<file path="src/inc/qsw_defs.vh">
// register offsets, field positions, reset values and bus addresses of the quad switch register bank
`ifndef QSW_DEFS_VH
`define QSW_DEFS_VH
`define QSW_CFG_FIRST 8'h01
`define QSW_CFG_LAST 8'h04
`define QSW_CTRL_ADDR 8'h05
`define QSW_PRESET_FIRST 8'h06
`define QSW_PRESET_LAST 8'h11
`define QSW_BCAST_ADDR 7'h77
`define QSW_CFG_RESET 8'h0A
`define QSW_CTRL_RESET 8'h00
`define QSW_PRESET_RESET 4'h0
`define QSW_AINC_BIT 7
`define QSW_PTR_MSB 6
`define QSW_DELAY_MSB 6
`define QSW_DELAY_LSB 5
`define QSW_RAMP_MSB 4
`define QSW_RAMP_LSB 2
`define QSW_BLEED_MSB 1
`define QSW_BLEED_LSB 0
`define QSW_SRC_MSB 7
`define QSW_SRC_LSB 4
`define QSW_ON_MSB 3
`define QSW_ON_LSB 0
`define QSW_DEV_ADDR 7'h70
`endif

</file>
<file path="src/rtl/qsw_bus_cond.v">
// start, stop and clock-edge detection on synchronised serial bus lines
`timescale 1ns/1ps
module qsw_bus_cond (
  input wire clock,
  input wire rst,
  input wire sclSync,
  input wire sdaSync,
  output wire sclRise,
  output wire sclFall,
  output wire startSeen,
  output wire stopSeen
);
  reg sclLast;
  reg sdaLast;
  always @(posedge clock) begin
    if (rst) begin
      sclLast <= 1'b1;
      sdaLast <= 1'b1;
    end else begin
      sclLast <= sclSync;
      sdaLast <= sdaSync;
    end
  end
  assign sclRise = sclSync & ~sclLast;
  assign sclFall = ~sclSync & sclLast;
  assign startSeen = sclSync & sclLast & sdaLast & ~sdaSync;
  assign stopSeen = sclSync & sclLast & ~sdaLast & sdaSync;
endmodule

</file>
<file path="src/rtl/qsw_regbank.v">
// serial-bus target and register bank of a four-channel power switch
// How it works
// - auto-increment write: 20 clocks plus 9 per register, pointer steps after each byte
// - one register read with dummy write lasts 39 bus clocks
// - auto-increment read: 30 clocks plus 9 per register, pointer steps per byte
// - device also answers the shared broadcast address; command lasts 20 clocks
// - control bits 7..4 pick pin control at 0, bus control at 1
// - control bits 3..0 switch channels under bus control; one write suffices
// - after bias power-up channels follow pins and control reads zero
// - one configuration register per channel at 01h..04h
// - configuration: bit 7 unused, then delay, ramp and bleed fields
// - twelve preset registers at 06h..11h
// - preset bits 3..0 hold channel states, reset zero; upper bits ignored
// - broadcast copies preset bits 3..0 into control bits 3..0
// - broadcast is start, address EEh, preset address byte, stop
// - delay field codes 00..11, reset 00
// - ramp field codes 000..100 valid, reset 010; codes 101..111 are accepted and stored as written
// - bleed field codes 00..11, reset 10
`timescale 1ns/1ps
`include "qsw_defs.vh"
module qsw_regbank #(
  parameter [6:0] DEV_ADDR = `QSW_DEV_ADDR
) (
  input wire clock,
  input wire rst,
  input wire sclIn,
  input wire sdaIn,
  output wire sdaOut,
  output wire sdaOe,
  input wire [3:0] channelOnPin,
  output reg [3:0] channelDrive,
  output reg [7:0] channelSourceAndOn,
  output wire [7:0] channel1Config,
  output wire [7:0] channel2Config,
  output wire [7:0] channel3Config,
  output wire [7:0] channel4Config
);
  localparam ST_IDLE = 3'd0;
  localparam ST_ADDR = 3'd1;
  localparam ST_ADDR_ACK = 3'd2;
  localparam ST_RX = 3'd3;
  localparam ST_RX_ACK = 3'd4;
  localparam ST_TX = 3'd5;
  localparam ST_TX_ACK = 3'd6;

  wire sclSync;
  wire sdaSync;
  wire [3:0] onPinSync;
  wire sclRise;
  wire sclFall;
  wire startSeen;
  wire stopSeen;

  qsw_sync #(.WIDTH(2), .INIT(2'h3)) busSync (
    .clock(clock),
    .rst(rst),
    .asyncIn({sclIn, sdaIn}),
    .syncOut({sclSync, sdaSync})
  );
  qsw_sync #(.WIDTH(4), .INIT(4'h0)) pinSync (
    .clock(clock),
    .rst(rst),
    .asyncIn(channelOnPin),
    .syncOut(onPinSync)
  );
  qsw_bus_cond cond (
    .clock(clock),
    .rst(rst),
    .sclSync(sclSync),
    .sdaSync(sdaSync),
    .sclRise(sclRise),
    .sclFall(sclFall),
    .startSeen(startSeen),
    .stopSeen(stopSeen)
  );

  reg [6:0] cfgReg [0:3];
  reg [3:0] presetReg [0:11];
  reg [2:0] state;
  reg [7:0] shifter;
  reg [3:0] bitCount;
  reg [6:0] pointer;
  reg autoInc;
  reg firstByte;
  reg isBroadcast;
  reg bcastPending;
  reg [6:0] bcastPreset;
  reg driveLow;
  reg ackPending;
  integer i;
  localparam [7:0] CFG_RST = `QSW_CFG_RESET;

  function isCfg;
    input [6:0] a;
    begin
      isCfg = ({1'b0, a} >= `QSW_CFG_FIRST) && ({1'b0, a} <= `QSW_CFG_LAST);
    end
  endfunction

  function isPreset;
    input [6:0] a;
    begin
      isPreset = ({1'b0, a} >= `QSW_PRESET_FIRST) && ({1'b0, a} <= `QSW_PRESET_LAST);
    end
  endfunction

  function [7:0] readReg;
    input [6:0] a;
    reg [7:0] c;
    reg [7:0] p;
    begin
      c = {1'b0, a} - `QSW_CFG_FIRST;
      p = {1'b0, a} - `QSW_PRESET_FIRST;
      if (isCfg(a)) begin
        readReg = {1'b0, cfgReg[c[1:0]]};
      end else if ({1'b0, a} == `QSW_CTRL_ADDR) begin
        readReg = channelSourceAndOn;
      end else if (isPreset(a)) begin
        readReg = {4'h0, presetReg[p[3:0]]};
      end else begin
        readReg = 8'h00;
      end
    end
  endfunction

  assign channel1Config = {1'b0, cfgReg[0]};
  assign channel2Config = {1'b0, cfgReg[1]};
  assign channel3Config = {1'b0, cfgReg[2]};
  assign channel4Config = {1'b0, cfgReg[3]};
  assign sdaOut = 1'b0;
  assign sdaOe = driveLow;

  wire [7:0] rxByte = {shifter[6:0], sdaSync};
  wire [7:0] cfgIdx = {1'b0, pointer} - `QSW_CFG_FIRST;
  wire [7:0] preIdx = {1'b0, pointer} - `QSW_PRESET_FIRST;
  wire [7:0] bcIdx = {1'b0, bcastPreset} - `QSW_PRESET_FIRST;
  wire [7:0] ptrData = readReg(pointer);

  // pointer step after each data byte, only when auto-increment is on
  wire [6:0] nextPointer = autoInc ? pointer + 7'h01 : pointer;

  always @(posedge clock) begin
    if (rst) begin
      state <= ST_IDLE;
      shifter <= 8'h00;
      bitCount <= 4'h0;
      pointer <= 7'h00;
      autoInc <= 1'b0;
      firstByte <= 1'b0;
      isBroadcast <= 1'b0;
      bcastPending <= 1'b0;
      bcastPreset <= 7'h00;
      driveLow <= 1'b0;
      ackPending <= 1'b0;
      channelSourceAndOn <= `QSW_CTRL_RESET;
      for (i = 0; i < 4; i = i + 1) begin
        cfgReg[i] <= CFG_RST[6:0];
      end
      for (i = 0; i < 12; i = i + 1) begin
        presetReg[i] <= `QSW_PRESET_RESET;
      end
    end else if (startSeen) begin
      state <= ST_ADDR;
      bitCount <= 4'h0;
      driveLow <= 1'b0;
      bcastPending <= 1'b0;
    end else if (stopSeen) begin
      // broadcast acts on its stop so all devices switch together
      if (bcastPending && isPreset(bcastPreset)) begin
        channelSourceAndOn[`QSW_ON_MSB:`QSW_ON_LSB] <= presetReg[bcIdx[3:0]];
      end
      bcastPending <= 1'b0;
      state <= ST_IDLE;
      driveLow <= 1'b0;
    end else begin
      case (state)
        ST_IDLE: begin
          driveLow <= 1'b0;
        end
        ST_ADDR: begin
          if (sclRise) begin
            shifter <= rxByte;
            bitCount <= bitCount + 4'h1;
          end else if (sclFall && bitCount == 4'h8) begin
            if (shifter[7:1] == DEV_ADDR) begin
              isBroadcast <= 1'b0;
              driveLow <= 1'b1;
              state <= ST_ADDR_ACK;
            end else if (shifter[7:1] == `QSW_BCAST_ADDR && !shifter[0]) begin
              isBroadcast <= 1'b1;
              driveLow <= 1'b1;
              state <= ST_ADDR_ACK;
            end else begin
              state <= ST_IDLE;
            end
          end
        end
        ST_ADDR_ACK: begin
          if (sclFall) begin
            bitCount <= 4'h0;
            if (shifter[0] && !isBroadcast) begin
              shifter <= ptrData;
              driveLow <= ~ptrData[7];
              state <= ST_TX;
            end else begin
              driveLow <= 1'b0;
              firstByte <= 1'b1;
              state <= ST_RX;
            end
          end
        end
        ST_RX: begin
          if (sclRise) begin
            shifter <= rxByte;
            bitCount <= bitCount + 4'h1;
          end else if (sclFall && bitCount == 4'h8) begin
            driveLow <= 1'b1;
            state <= ST_RX_ACK;
            if (isBroadcast) begin
              bcastPreset <= shifter[6:0];
              bcastPending <= firstByte;
            end else if (firstByte) begin
              autoInc <= shifter[`QSW_AINC_BIT];
              pointer <= shifter[`QSW_PTR_MSB:0];
            end else begin
              if (isCfg(pointer)) begin
                cfgReg[cfgIdx[1:0]] <= shifter[6:0];
              end else if ({1'b0, pointer} == `QSW_CTRL_ADDR) begin
                channelSourceAndOn <= shifter;
              end else if (isPreset(pointer)) begin
                presetReg[preIdx[3:0]] <= shifter[3:0];
              end
              pointer <= nextPointer;
            end
          end
        end
        ST_RX_ACK: begin
          if (sclFall) begin
            driveLow <= 1'b0;
            firstByte <= 1'b0;
            bitCount <= 4'h0;
            state <= ST_RX;
          end
        end
        ST_TX: begin
          if (sclFall) begin
            if (bitCount == 4'h7) begin
              driveLow <= 1'b0;
              pointer <= nextPointer;
              state <= ST_TX_ACK;
            end else begin
              driveLow <= ~shifter[6];
              shifter <= {shifter[6:0], 1'b0};
              bitCount <= bitCount + 4'h1;
            end
          end
        end
        ST_TX_ACK: begin
          if (sclRise) begin
            ackPending <= ~sdaSync;
          end else if (sclFall) begin
            bitCount <= 4'h0;
            if (ackPending) begin
              shifter <= ptrData;
              driveLow <= ~ptrData[7];
              state <= ST_TX;
            end else begin
              state <= ST_IDLE;
            end
          end
        end
        default: begin
          state <= ST_IDLE;
        end
      endcase
    end
  end

  // each channel follows its pin or its bus bit
  always @(posedge clock) begin
    if (rst) begin
      channelDrive <= 4'h0;
    end else begin
      for (i = 0; i < 4; i = i + 1) begin
        channelDrive[i] <= channelSourceAndOn[`QSW_SRC_LSB + i] ?
          channelSourceAndOn[`QSW_ON_LSB + i] : onPinSync[i];
      end
    end
  end
endmodule

</file>
<file path="src/rtl/qsw_sync.v">
// two-flop synchroniser for a bus of asynchronous inputs
`timescale 1ns/1ps
module qsw_sync #(
  parameter WIDTH = 1,
  parameter [WIDTH-1:0] INIT = {WIDTH{1'b0}}
) (
  input wire clock,
  input wire rst,
  input wire [WIDTH-1:0] asyncIn,
  output reg [WIDTH-1:0] syncOut
);
  reg [WIDTH-1:0] stage1;
  always @(posedge clock) begin
    if (rst) begin
      stage1 <= INIT;
      syncOut <= INIT;
    end else begin
      stage1 <= asyncIn;
      syncOut <= stage1;
    end
  end
endmodule

</file>
<file path="config.mk">
export PLATFORM = sky130hd
export DESIGN_NAME = qsw_regbank
export DESIGN_NICKNAME = d
export VERILOG_FILES = /design/src/rtl/qsw_bus_cond.v /design/src/rtl/qsw_regbank.v /design/src/rtl/qsw_sync.v
export VERILOG_INCLUDE_DIRS = /design/src /design/src/inc
export SDC_FILE = /design/constraint.sdc
export NUM_CORES = 1
export LEC_CHECK = 0
export BUFFER_PORTS_ARGS = -buffer_cell sky130_fd_sc_hd__buf_4
export CAP_MARGIN = 10
export CORE_MARGIN = 3
export CORE_UTILIZATION = 61
export CTS_CLUSTER_DIAMETER = 50
export CTS_CLUSTER_SIZE = 40
export DETAILED_ROUTE_END_ITERATION = 7
export MAX_ROUTING_LAYER = met4
export PLACE_DENSITY = 0.79
export SYNTH_ARGS = -nofsm -noshare
export SYNTH_HDL_FRONTEND = slang
export SYNTH_SLANG_ARGS = --single-unit
</file>
<file path="constraint.sdc">
create_clock -name clock -period 3.9 [get_ports clock]
set_clock_uncertainty 0.15 [all_clocks]
set_input_delay 0.39 -clock clock [delete_from_list [all_inputs] [get_ports clock]]
set_output_delay 0.39 -clock clock [all_outputs]
set_load 0.1 [all_outputs]
</file>
Word level (Yosys, flattened, before mapping):

Memories as Yosys holds them, arrays and structs flattened.
Cells that the tools add are included.

* memories kept: 2
* RAM bits: 76
* output and inout bits: 46
* register bits after elaboration: 61
* logic and storage cells: 242
* bits of input ports: 8

Memories
* presetReg: depth 12, bits a word 4, rd ports 2, clocked after memory_dff 0, write ports 12, RTL line qsw_regbank.v:78 `reg [3:0] presetReg [0:11];`
* cfgReg: depth 4, bits a word 7, rd ports 5, clocked after memory_dff 0, write ports 4, RTL line qsw_regbank.v:77 `reg [6:0] cfgReg [0:3];`

* add/subtract/negate cells: 5
* magnitude comparators: 6
* eq/ne operators: 44
* mux-type cells: 105
* reduce and logical (&&, ||, !) cells: 39
* bitwise operators: 20

Operators with widths (count)
* 2-to-1 mux 8 bit: 10
* 2-to-1 mux 4 bit: 17
* 2-to-1 mux 7 bit: 8
* 2-to-1 mux 1 bit: 49
* 2-to-1 mux 3 bit: 12
* != test 2 bit, second input constant: 17
* AND reduction 11 bit: 3
* case mux 8 bit (4 select lines): 1
* != test 4 x 2 -> 1 bit, second input constant: 7
* AND reduction 6 bit: 4
* case mux 3 bit (7 select lines): 1
* AND reduction 9 bit: 2
* case mux 4 bit (4 select lines): 1
* equality test 7 bit, second input constant: 2
* >= comparator 7 x 3 -> 1 bit, second input constant: 2
* less-or-equal comparator 7 x 5 -> 1 bit, second input constant: 2
* case mux 7 bit (2 select lines): 1
* NOT 1 bit: 13
* != test 4 bit, second input constant: 3
* AND reduction 12 bit: 1
* nonzero test 2 bit: 6
* equality test 3 bit, second input constant: 3
* != test 2 x 1 -> 1 bit, second input constant: 4
* AND reduction 4 bit: 2
* 28 further kinds: 48

Longest topological paths before layout:

Gate-level depths: netlist (run 1).

* depth after elaboration: 16
* gate-level depth with buffers: 12
* gate-level depth less buffers: 8

Modules after synthesis:

A second synthesis (run 1) with hierarchy kept.

* cells, all modules: 724
* area, all modules: 8296.7 um2

Modules (own cells, without submodules)
* qsw_regbank: times used 1, sequential area each 3703.6 um2, cells each 692, area an instance 7896.3 um2
* qsw_sync (pinSync): times used 1, sequential area each 160.2 um2, cells each 16, area an instance 210.2 um2
* qsw_sync (busSync): times used 1, sequential area each 80.1 um2, cells each 8, area an instance 105.1 um2
* qsw_bus_cond: times used 1, sequential area each 40.0 um2, cells each 8, area an instance 85.1 um2

Worst setup path after synthesis (run 1):

No wires, ideal clock.

* path type: reg-to-reg
* from: reg pointer[1]
* to: mem cfgReg[3][0], enable pin
* library setup time: 0.393 ns
* data required time: 3.357 ns
* cell stages (with the launch flop): 9
* arrival time: 2.789 ns
* slack: 0.568 ns
* period minus slack after synthesis: 3.332 ns
* path buffers: 3
* path through: dfxtp_1 -> clkbuf_1 -> clkbuf_1 -> inv_1 -> ha_1 -> a21bo_2 -> o211ai_4 -> clkbuf_1 -> o41ai_1

RTL lines
* start, declared: RTL line qsw_regbank.v:82 `reg [6:0] pointer;`
* start signal, assigned: RTL line qsw_regbank.v:224 `` pointer <= shifter[`QSW_PTR_MSB:0]; ``
* start signal, assigned: RTL line qsw_regbank.v:233 `pointer <= nextPointer;`
* start signal, assigned: RTL line qsw_regbank.v:249 `pointer <= nextPointer;`
* end, declared: RTL line qsw_regbank.v:77

==> flow_metrics.env, run 1 <==
export IMPL_ys_warnings_count=0
export IMPL_die_w_um=122
export IMPL_dieArea_um2=14900
export IMPL_crit_path_max_fanout=16
export IMPL_cp_end_kind="flop"
export IMPL_cp_startpoint="pointer[0]"
export IMPL_fin_tns_setup_ns=0
export IMPL_antenna_found_initial=0
export IMPL_num_vias=6084
export IMPL_h_tree_depth=4
export IMPL_ir_drop_v=0.000525
export IMPL_path_clk_slew_ns=0.06
export IMPL_synth_edff_count=92
export IMPL_status="finished clean"
export IMPL_final_area_um2=9140
export IMPL_muxShareOfSynthArea=0.127
export IMPL_cp_endpoint="presetReg[1][3]"
export IMPL_grt_usage=0.297
export IMPL_synthAdderAreaFrac=0.0183
export IMPL_cts_resized=0
export IMPL_max_freq_mhz=289
export IMPL_setup_viol=0
export IMPL_first_pass_iters=5
export IMPL_cp_start_kind="flop"
export IMPL_synth_compound_area_frac=0.101
export IMPL_die_h_um=122
export IMPL_ioPinCount=54
export IMPL_yosysMostFrequentCell="edfxtp_1"
export IMPL_synth_top_family_by_area="simple AND/OR/NAND/NOR gates"
export IMPL_fin_nets=784
export IMPL_reg2reg_slack_ns=0.44
export IMPL_critical_path_class="reg2reg"
export IMPL_clockBufferDepth=2
export IMPL_powerDensity_nw_per_um2=398
export IMPL_dp_hpwl_um=13800
export IMPL_dp_slack_ns=0.481
export IMPL_drt_iter0_drc=834
export IMPL_grt_max_degree=53
export IMPL_place_area_um2=8540
export IMPL_maxCapViolations=0
export IMPL_yosysTopAreaCell="edfxtp_1"
export IMPL_r2r_cells=7
export IMPL_synthXorXnorAreaFrac=0.00746
export IMPL_p_leak_nw=3.33
export IMPL_timing_rr_end="presetReg[1][3]"
export IMPL_yosys_area_share_simple=0.214
export IMPL_cts_tree="yes"
export IMPL_min_from="channelOnPin[2]"
export IMPL_coreArea_um2=12900
export IMPL_routedWlPerCell_um=21.7
export IMPL_cts_made_buffers=17
export IMPL_initial_utilization=0.638
export IMPL_viasPerCell=6.41
export IMPL_worstSkewPairLatency_ns=0.42
export IMPL_worst_pin_slew_ns=1.19
export IMPL_yosys_area_top_type_share=0.336
export IMPL_grt_ovfl_total=0
export IMPL_cts_sinks=153
export IMPL_grt_pass1_wl_um=32500
export IMPL_ant_nets=0
export IMPL_slew_violations=0
export IMPL_critPathArrivalTime_ns=3.42
export IMPL_syn_inst=744
export IMPL_layout_drive_gt1_share=0.207
export IMPL_synth_distinct_cells=81
export IMPL_diodes=0
export IMPL_root_buffer="clkbuf_16"
export IMPL_synthToLayoutAreaGrowth_pct=11.2
export IMPL_grt_pass1_vias=5844
export IMPL_period_share=0.886
export IMPL_async_flop_share=0
export IMPL_critPathRequiredTime_ns=3.86
export IMPL_portBuffers=48
export IMPL_hold_ws_ns=0.0239
export IMPL_worst_slack_ns=0.444
export IMPL_synth_area_leaders="edfxtp_1 34%, dfxtp_1 15%, mux4_2 9.9%"
export IMPL_max_slew_margin=0.209
export IMPL_final_hold_viol_count=0
export IMPL_synth_commonest_cells="92 x edfxtp_1, 80 x nor2_1, 61 x dfxtp_1"
export IMPL_seq_area_frac_synth=0.485
export IMPL_final_util=0.709
export IMPL_fin_crit_ns=3.46
export IMPL_syn_area_um2=8210
export IMPL_synthFlopType="edfxtp_1"
export IMPL_rr_startpoint="pointer[0]"
export IMPL_synth_avg_cell_area_um2=11.0
export IMPL_drt_total_wl_um=20600
export IMPL_rsz0062_at_grt="false"
export IMPL_fp_row_count=41
export IMPL_ys_ff_latch=153
export IMPL_place_gp_congestion=0.912
export IMPL_min_path_type="in2reg"
export IMPL_route_detailed_drc=0
[flip-flops by register name, summed over array words and instances, names as in the netlist]
register and flops:
presetReg 64, cfgReg 28, channelSourceAndOn 8, shifter 8, bcastPreset 7, pointer 7
bitCount 4, channelDrive 4, pinSync.stage1 4, pinSync.syncOut 4, state 3, busSync.stage1 2
busSync.syncOut 2, ackPending 1, autoInc 1, bcastPending 1, cond.sclLast 1, cond.sdaLast 1
firstByte 1, isBroadcast 1, sdaOe 1
[cells in the final DEF, fill, tap and decap left out, drive strengths merged, types with 6 or more instances in the layout]
| cell | n |
|---|---|
| edfxtp | 92 |
| nor2 | 80 |
| dfxtp | 61 |
| buf | 56 |
| nand2 | 50 |
| and3 | 44 |
| mux4 | 36 |
| a21oi | 31 |
| and2 | 26 |
| nand3 | 23 |
| mux2i | 21 |
| o21ai | 20 |
| clkbuf | 20 |
| inv | 19 |
| nand2b | 18 |
| nor2b | 16 |
| nor3 | 15 |
| a31oi | 12 |
| ha | 12 |
| or2 | 9 |
| clkinv | 8 |
| or3 | 7 |
| nor4 | 7 |
| a211oi | 6 |
[layer usage]
metal,GRT usage,wire [um],up-vias
met5,-,0,-
met4,0.106,483,0
met3,0.0747,1980,45
met2,0.451,9950,331
met1,0.392,8160,2928
li1,-,-,2780
[logic make-up (layout without fill, tap and decap cells)]
logic type,count (synthesis),in the layout
AO/OA/AOI/OAI,118,118
XOR/XNOR,7,7
adder cells (fa/ha/maj),12,12
buffers and inverters,79,108
flip-flops,153,153
multiplexers,59,59
other,1,5
AND/OR/NAND/NOR,315,315
[power by group]
group          switching, mW  internal, mW
combinational          0.201        0.0626
clock                  0.642         0.942
sequential            0.0351          1.76
[stage by stage]
step                total power [mW]  instances
global placement                2.08        915
global route                    3.73        949
floorplan                       2.02        748
finish                          3.64        949
detailed placement              2.08        915
CTS                             3.64        949
[worst max-delay path, cell delays in order, from the launching register on]
cell and delay [ns]:
dfxtp_2 0.54, ha_1 0.54, or3b_1 0.41, a221oi_2 0.30, o31ai_4 0.19, nor4_4 0.64
nand2_1 0.17, nand2_1 0.19
[timing repair]
item	CTS	global route
hold buffers	2	0
setup buffers	0	0
endpoints found under the hold margin	2	0
[worst min path at each step]
stage	endpoint	slack (ns)	cells past startpoint
after global routing	pinSync.stage1[1]	0.02	2
after global placement	busSync.syncOut[0]	0.25	1
after detailed placement	busSync.syncOut[0]	0.25	1
after floorplan	busSync.syncOut[0]	0.24	1
final	pinSync.stage1[2]	0.02	2
after CTS	pinSync.stage1[2]	0.009	2
[final cells by class]
cell class                      count  area, um2
Sequential cell                   153       3990
Tap cell                          172        215
Multi-Input combinational cell    516       3850
Clock inverter                     12       95.1
Timing Repair Buffer               58        440
Inverter                           18       67.6
Clock buffer                       20        478
Fill cell                         941       3740
No activity file was read; power rests on OpenSTA's default activity.
==> inputs of run 2 (changes only) <==
Settings changed: CORE_MARGIN 3 to 8.
==> flow_metrics.env, run 2 (same netlist as run 1, synthesis figures left out) <==
export IMPL_cp_end_kind="flop"
export IMPL_p_leak_nw=3.34
export IMPL_root_buffer="clkbuf_16"
export IMPL_critical_path_class="reg2reg"
export IMPL_rsz0062_at_grt="false"
export IMPL_clockBufferDepth=2
export IMPL_final_common_cell="edfxtp_1"
export IMPL_power_total_mw=3.86
export IMPL_cp_start_kind="flop"
export IMPL_worstSkewPairLatency_ns=0.43
export IMPL_regMostFlops="presetReg"
export IMPL_diodes=0
export IMPL_drt_total_wl_um=21100
export IMPL_multi_input_area_um2=3850
export IMPL_cts_made_buffers=17
export IMPL_largest_reg_flops=64
export IMPL_ioPinCount=54
export IMPL_antenna_found_initial=0
export IMPL_crit_path_max_fanout=16
export IMPL_grt_pass1_wl_um=32700
export IMPL_grt_usage=0.247
export IMPL_route_detailed_drc=0
export IMPL_die_w_um=132
export IMPL_status="finished clean"
export IMPL_period_share=0.893
export IMPL_max_slew_margin=0.177
export IMPL_final_util=0.699
export IMPL_grt_ovfl_total=0
export IMPL_first_pass_iters=7
export IMPL_coreArea_um2=13200
export IMPL_initial_utilization=0.623
export IMPL_ant_nets=0
export IMPL_final_cell_mix="92 x edfxtp_1, 80 x nor2_1, 60 x dfxtp_1, 56 x buf_4, 50 x nand2_1"
export IMPL_drt_iter0_drc=739
export IMPL_powerDensity_nw_per_um2=419
export IMPL_critPathRequiredTime_ns=3.85
export IMPL_fin_tns_setup_ns=0
export IMPL_fin_crit_ns=3.48
export IMPL_grt_pass1_vias=5915
export IMPL_dieArea_um2=17400
export IMPL_layout_drive_gt1_share=0.207
export IMPL_dp_hpwl_um=14300
export IMPL_h_tree_depth=4
export IMPL_worst_pin_slew_ns=1.23
export IMPL_fin_nets=784
export IMPL_cts_sinks=153
export IMPL_num_fill_cells=954
export IMPL_min_path_type="in2reg"
export IMPL_critPathArrivalTime_ns=3.43
export IMPL_setup_viol=0
export IMPL_place_area_um2=8550
export IMPL_final_hold_viol_count=0
export IMPL_seq_area_um2=3990
export IMPL_fp_row_count=42
export IMPL_reg_top3="presetReg x64, cfgReg x28"
export IMPL_ir_drop_v=0.000342
export IMPL_path_clk_slew_ns=0.06
export IMPL_num_vias=6181
export IMPL_final_area_um2=9220
export IMPL_max_freq_mhz=287
export IMPL_synthToLayoutAreaGrowth_pct=12.2
export IMPL_routedWlPerCell_um=22.1
export IMPL_die_h_um=132
export IMPL_post_cts_buffers=0
export IMPL_maxCapViolations=0
export IMPL_portBuffers=48
export IMPL_place_gp_congestion=0.932
export IMPL_grt_max_degree=53
export IMPL_cts_tree="yes"
export IMPL_viasPerCell=6.49
export IMPL_slew_violations=0
==> run 2: cell types whose count changed in the layout (fill, tap and decap cells not counted) <==
cell and delta:
clkinv_4 +2, clkinvlp_2 +1, bufinv_16 +4, inv_6 +2, clkinv_2 -5, clkinvlp_4 +1, inv_4 -2, clkinv_1 -1
clkbuf_1 +1, clkbuf_8 -2, clkbuf_16 -1
==> run 2: power by group <==
group / switching, mW / leakage (nW) / internal (mW)
clock: 0.663 / 0.303 / 1.14
sequential: 0.0372 / 1.37 / 1.76
combinational: 0.201 / 1.67 / 0.0626
total: 0.902 / 3.34 / 2.96
==> run 2: cell type report <==
type | count | share of cell area
timing repair buffer | 58 | 0.0478
tap | 176 | 0.0239
clock inverter | 14 | 0.0240
multi-input combinational | 516 | 0.418
inverter | 18 | 0.00733
sequential | 153 | 0.432
clock buffer | 18 | 0.0466
==> run 2: layer usage <==
| metal | share of wire | GRT usage | vias up |
|---|---|---|---|
| met5 | 0 | - | - |
| met2 | 0.48 | 0.379 | 336 |
| met4 | 0.014 | 0.0734 | 0 |
| li1 | - | - | 2770 |
| met1 | 0.41 | 0.319 | 3046 |
| met3 | 0.093 | 0.0602 | 29 |
==> run 2: path summary, 6_finish.rpt <==
path	from	endpoint	slack, ns	cells past startpoint
max	pointer[0]	presetReg[3][2]	0.42	7
min	channelOnPin[2]	pinSync.stage1[2]	0.02	2
max reg2reg	pointer[0]	presetReg[3][2]	0.42	7
min reg2reg	busSync.stage1[0]	busSync.syncOut[0]	0.27	1
==> run 2: critical path, cell delays in order, from the launching register on <==
cell and delay, ns:
dfxtp_2 0.49, ha_1 0.54, or3b_1 0.42, a221oi_2 0.31, o31ai_4 0.19, nor4_4 0.65
nand2_1 0.17, nand2_1 0.23
==> run 2: metrics by stage <==
| step | instances | hold slack (ns) | worst slack [ns] |
|---|---|---|---|
| 2_1_floorplan | 748 | 0.239 | 0.568 |
| 3_3_place_gp | 919 | 0.252 | 0.728 |
| 3_5_place_dp | 919 | 0.252 | 0.508 |
| 4_1_cts | 953 | 0.0211 | 0.471 |
| 5_1_grt | 953 | 0.0183 | 0.273 |
| 6_report | 953 | 0.0249 | 0.417 |
==> run 2: what timing repair did <==
item	CTS	global route
resized for setup	0	0
hold buffers	2	0
hold endpoints to repair	2	0
==> inputs of run 3 (changes only) <==
Settings changed: CORE_UTILIZATION 61 to 55, PLACE_DENSITY 0.79 to 0.72.
==> flow_metrics.env, run 3 (same netlist as run 1, synthesis figures left out) <==
export IMPL_power_total_mw=3.58
export IMPL_num_vias=6135
export IMPL_intPower_mw=2.64
export IMPL_path_clk_slew_ns=0.06
export IMPL_critical_path_class="reg2reg"
export IMPL_route_detailed_drc=0
export IMPL_reg2reg_slack_ns=0.58
export IMPL_worst_pin_slew_ns=1.17
export IMPL_drt_total_wl_um=20600
export IMPL_layout_drive_gt1_share=0.207
export IMPL_p_leak_nw=3.30
export IMPL_ir_drop_v=0.000478
export IMPL_max_slew_margin=0.222
export IMPL_powerDensity_nw_per_um2=392
export IMPL_final_common_cell="edfxtp_1"
export IMPL_cts_resized=0
export IMPL_largest_reg_flops=64
export IMPL_die_w_um=138
export IMPL_grt_pass1_wl_um=32700
export IMPL_cts_tree="yes"
export IMPL_crit_path_frequent_cell="nand2_1"
export IMPL_crit_buf_inv=1
export IMPL_maxCapViolations=0
export IMPL_power_frac_seq=0.500
export IMPL_critPathTopFamily="simple AND/OR/NAND/NOR gates"
export IMPL_cp_depth=8
export IMPL_dieArea_um2=19100
export IMPL_crit_path_max_fanout=16
export IMPL_clkPwrFrac=0.426
export IMPL_period_share=0.851
export IMPL_grt_max_degree=53
export IMPL_dp_hpwl_um=14300
export IMPL_min_path_type="in2reg"
export IMPL_first_pass_iters=5
export IMPL_worstSkewPairLatency_ns=0.43
export IMPL_hold_depth=2
export IMPL_ant_nets=0
export IMPL_antenna_found_initial=0
export IMPL_cts_sinks=153
export IMPL_r2r_cells=8
export IMPL_fin_tns_setup_ns=0
export IMPL_ioPinCount=54
export IMPL_coreArea_um2=14600
export IMPL_grt_ovfl_total=0
export IMPL_p_sw_mw=0.936
export IMPL_status="finished clean"
export IMPL_worstPathCellList="inv_1 > ha_1 > or3b_1 > a221oi_2 > o31ai_4 > nor4_4 > nand2_1 > nand2_1"
export IMPL_routedWlPerCell_um=21.4
export IMPL_post_cts_buffers=0
export IMPL_final_util=0.626
export IMPL_place_area_um2=8560
export IMPL_cpMaxStageDelayCell="nor4_4"
export IMPL_rsz0062_at_grt="false"
export IMPL_regMostFlops="presetReg"
export IMPL_switching_share=0.262
export IMPL_portBuffers=48
export IMPL_root_buffer="clkbuf_16"
export IMPL_diodes=0
export IMPL_final_cell_mix="92 x edfxtp_1, 80 x nor2_1, 60 x dfxtp_1, 56 x buf_4, 50 x nand2_1"
export IMPL_final_hold_viol_count=0
export IMPL_max_freq_mhz=301
export IMPL_worst_path_largest_cell_delay_ns=0.65
export IMPL_reg_top3="presetReg x64, cfgReg x28"
export IMPL_final_area_um2=9130
export IMPL_cts_made_buffers=17
export IMPL_cp_end_kind="flop"
export IMPL_place_gp_congestion=0.920
export IMPL_critPathRequiredTime_ns=3.87
export IMPL_critPathArrivalTime_ns=3.28
export IMPL_fp_row_count=44
export IMPL_die_h_um=138
export IMPL_clockBufferDepth=2
export IMPL_h_tree_depth=4
export IMPL_drt_iter0_drc=711
export IMPL_viasPerCell=6.38
export IMPL_synthToLayoutAreaGrowth_pct=11.1
export IMPL_grt_usage=0.220
export IMPL_initial_utilization=0.563
export IMPL_slew_violations=0
export IMPL_grt_pass1_vias=5752
export IMPL_hold_ws_ns=0.0285
export IMPL_setup_viol=0
export IMPL_fin_nets=784
export IMPL_comb_power_share=0.074
export IMPL_fin_crit_ns=3.32
export IMPL_cp_start_kind="flop"
[run 3: cell types whose count changed in the layout (fill, tap and decap cells not counted)]
cell / previous run / this run
inv_8: 0 / 2
clkinv_4: 3 / 4
inv_6: 2 / 3
o41ai_1: 1 / 0
clkinv_1: 1 / 2
bufinv_16: 5 / 0
o41ai_2: 0 / 1
[run 3: worst paths after layout]
kind | endpoint | start
hold / removal | pinSync.stage1[0] | channelOnPin[0]
setup / recovery | presetReg[9][2] | pointer[1]
setup reg to reg | presetReg[9][2] | pointer[1]
hold reg to reg | busSync.syncOut[0] | busSync.stage1[0]
[run 3: power by group through the flow]
stage	Combinational [mW]	Clock (mW)	Sequential, mW
floorplan	0.0995	0	1.92
global placement	0.258	0	1.82
detailed placement	0.262	0	1.82
CTS	0.264	1.53	1.79
global route	0.275	1.61	1.79
finish	0.264	1.53	1.79
[run 3: layout make-up]
class,instances,area [um2]
Tap cell,184,230
Multi-Input combinational cell,516,3860
Clock buffer,18,429
Fill cell,1133,5460
Sequential cell,153,3990
Inverter,18,67.6
Clock inverter,14,115
Timing Repair Buffer,58,440
[run 3: per-layer routing]
metal / vias up / global-route usage / part of all wire
met1: 3009 / 0.288 / 0.42
met5: - / - / 0
met2: 316 / 0.333 / 0.47
met3: 46 / 0.0521 / 0.083
met4: 0 / 0.0675 / 0.021
li1: 2764 / - / -
[run 3: repair_timing]
action                                  4_1_cts  5_1_grt
endpoints found under the setup margin        0        0
hold endpoints to repair                      2        0
hold buffers                                  2        0
[run 3: stage by stage]
stage	setup WS [ns]	std cells
CTS	0.629	961
detailed placement	0.639	927
global route	0.355	961
global placement	0.844	927
finish	0.581	961
floorplan	0.568	748
[run 3: worst register-to-register path, stage by stage, from the launching register on]
cell	delay, ns
dfxtp_1	0.31
inv_1	0.12
ha_1	0.49
or3b_1	0.41
a221oi_2	0.30
o31ai_4	0.19
nor4_4	0.66
nand2_1	0.18
nand2_1	0.20
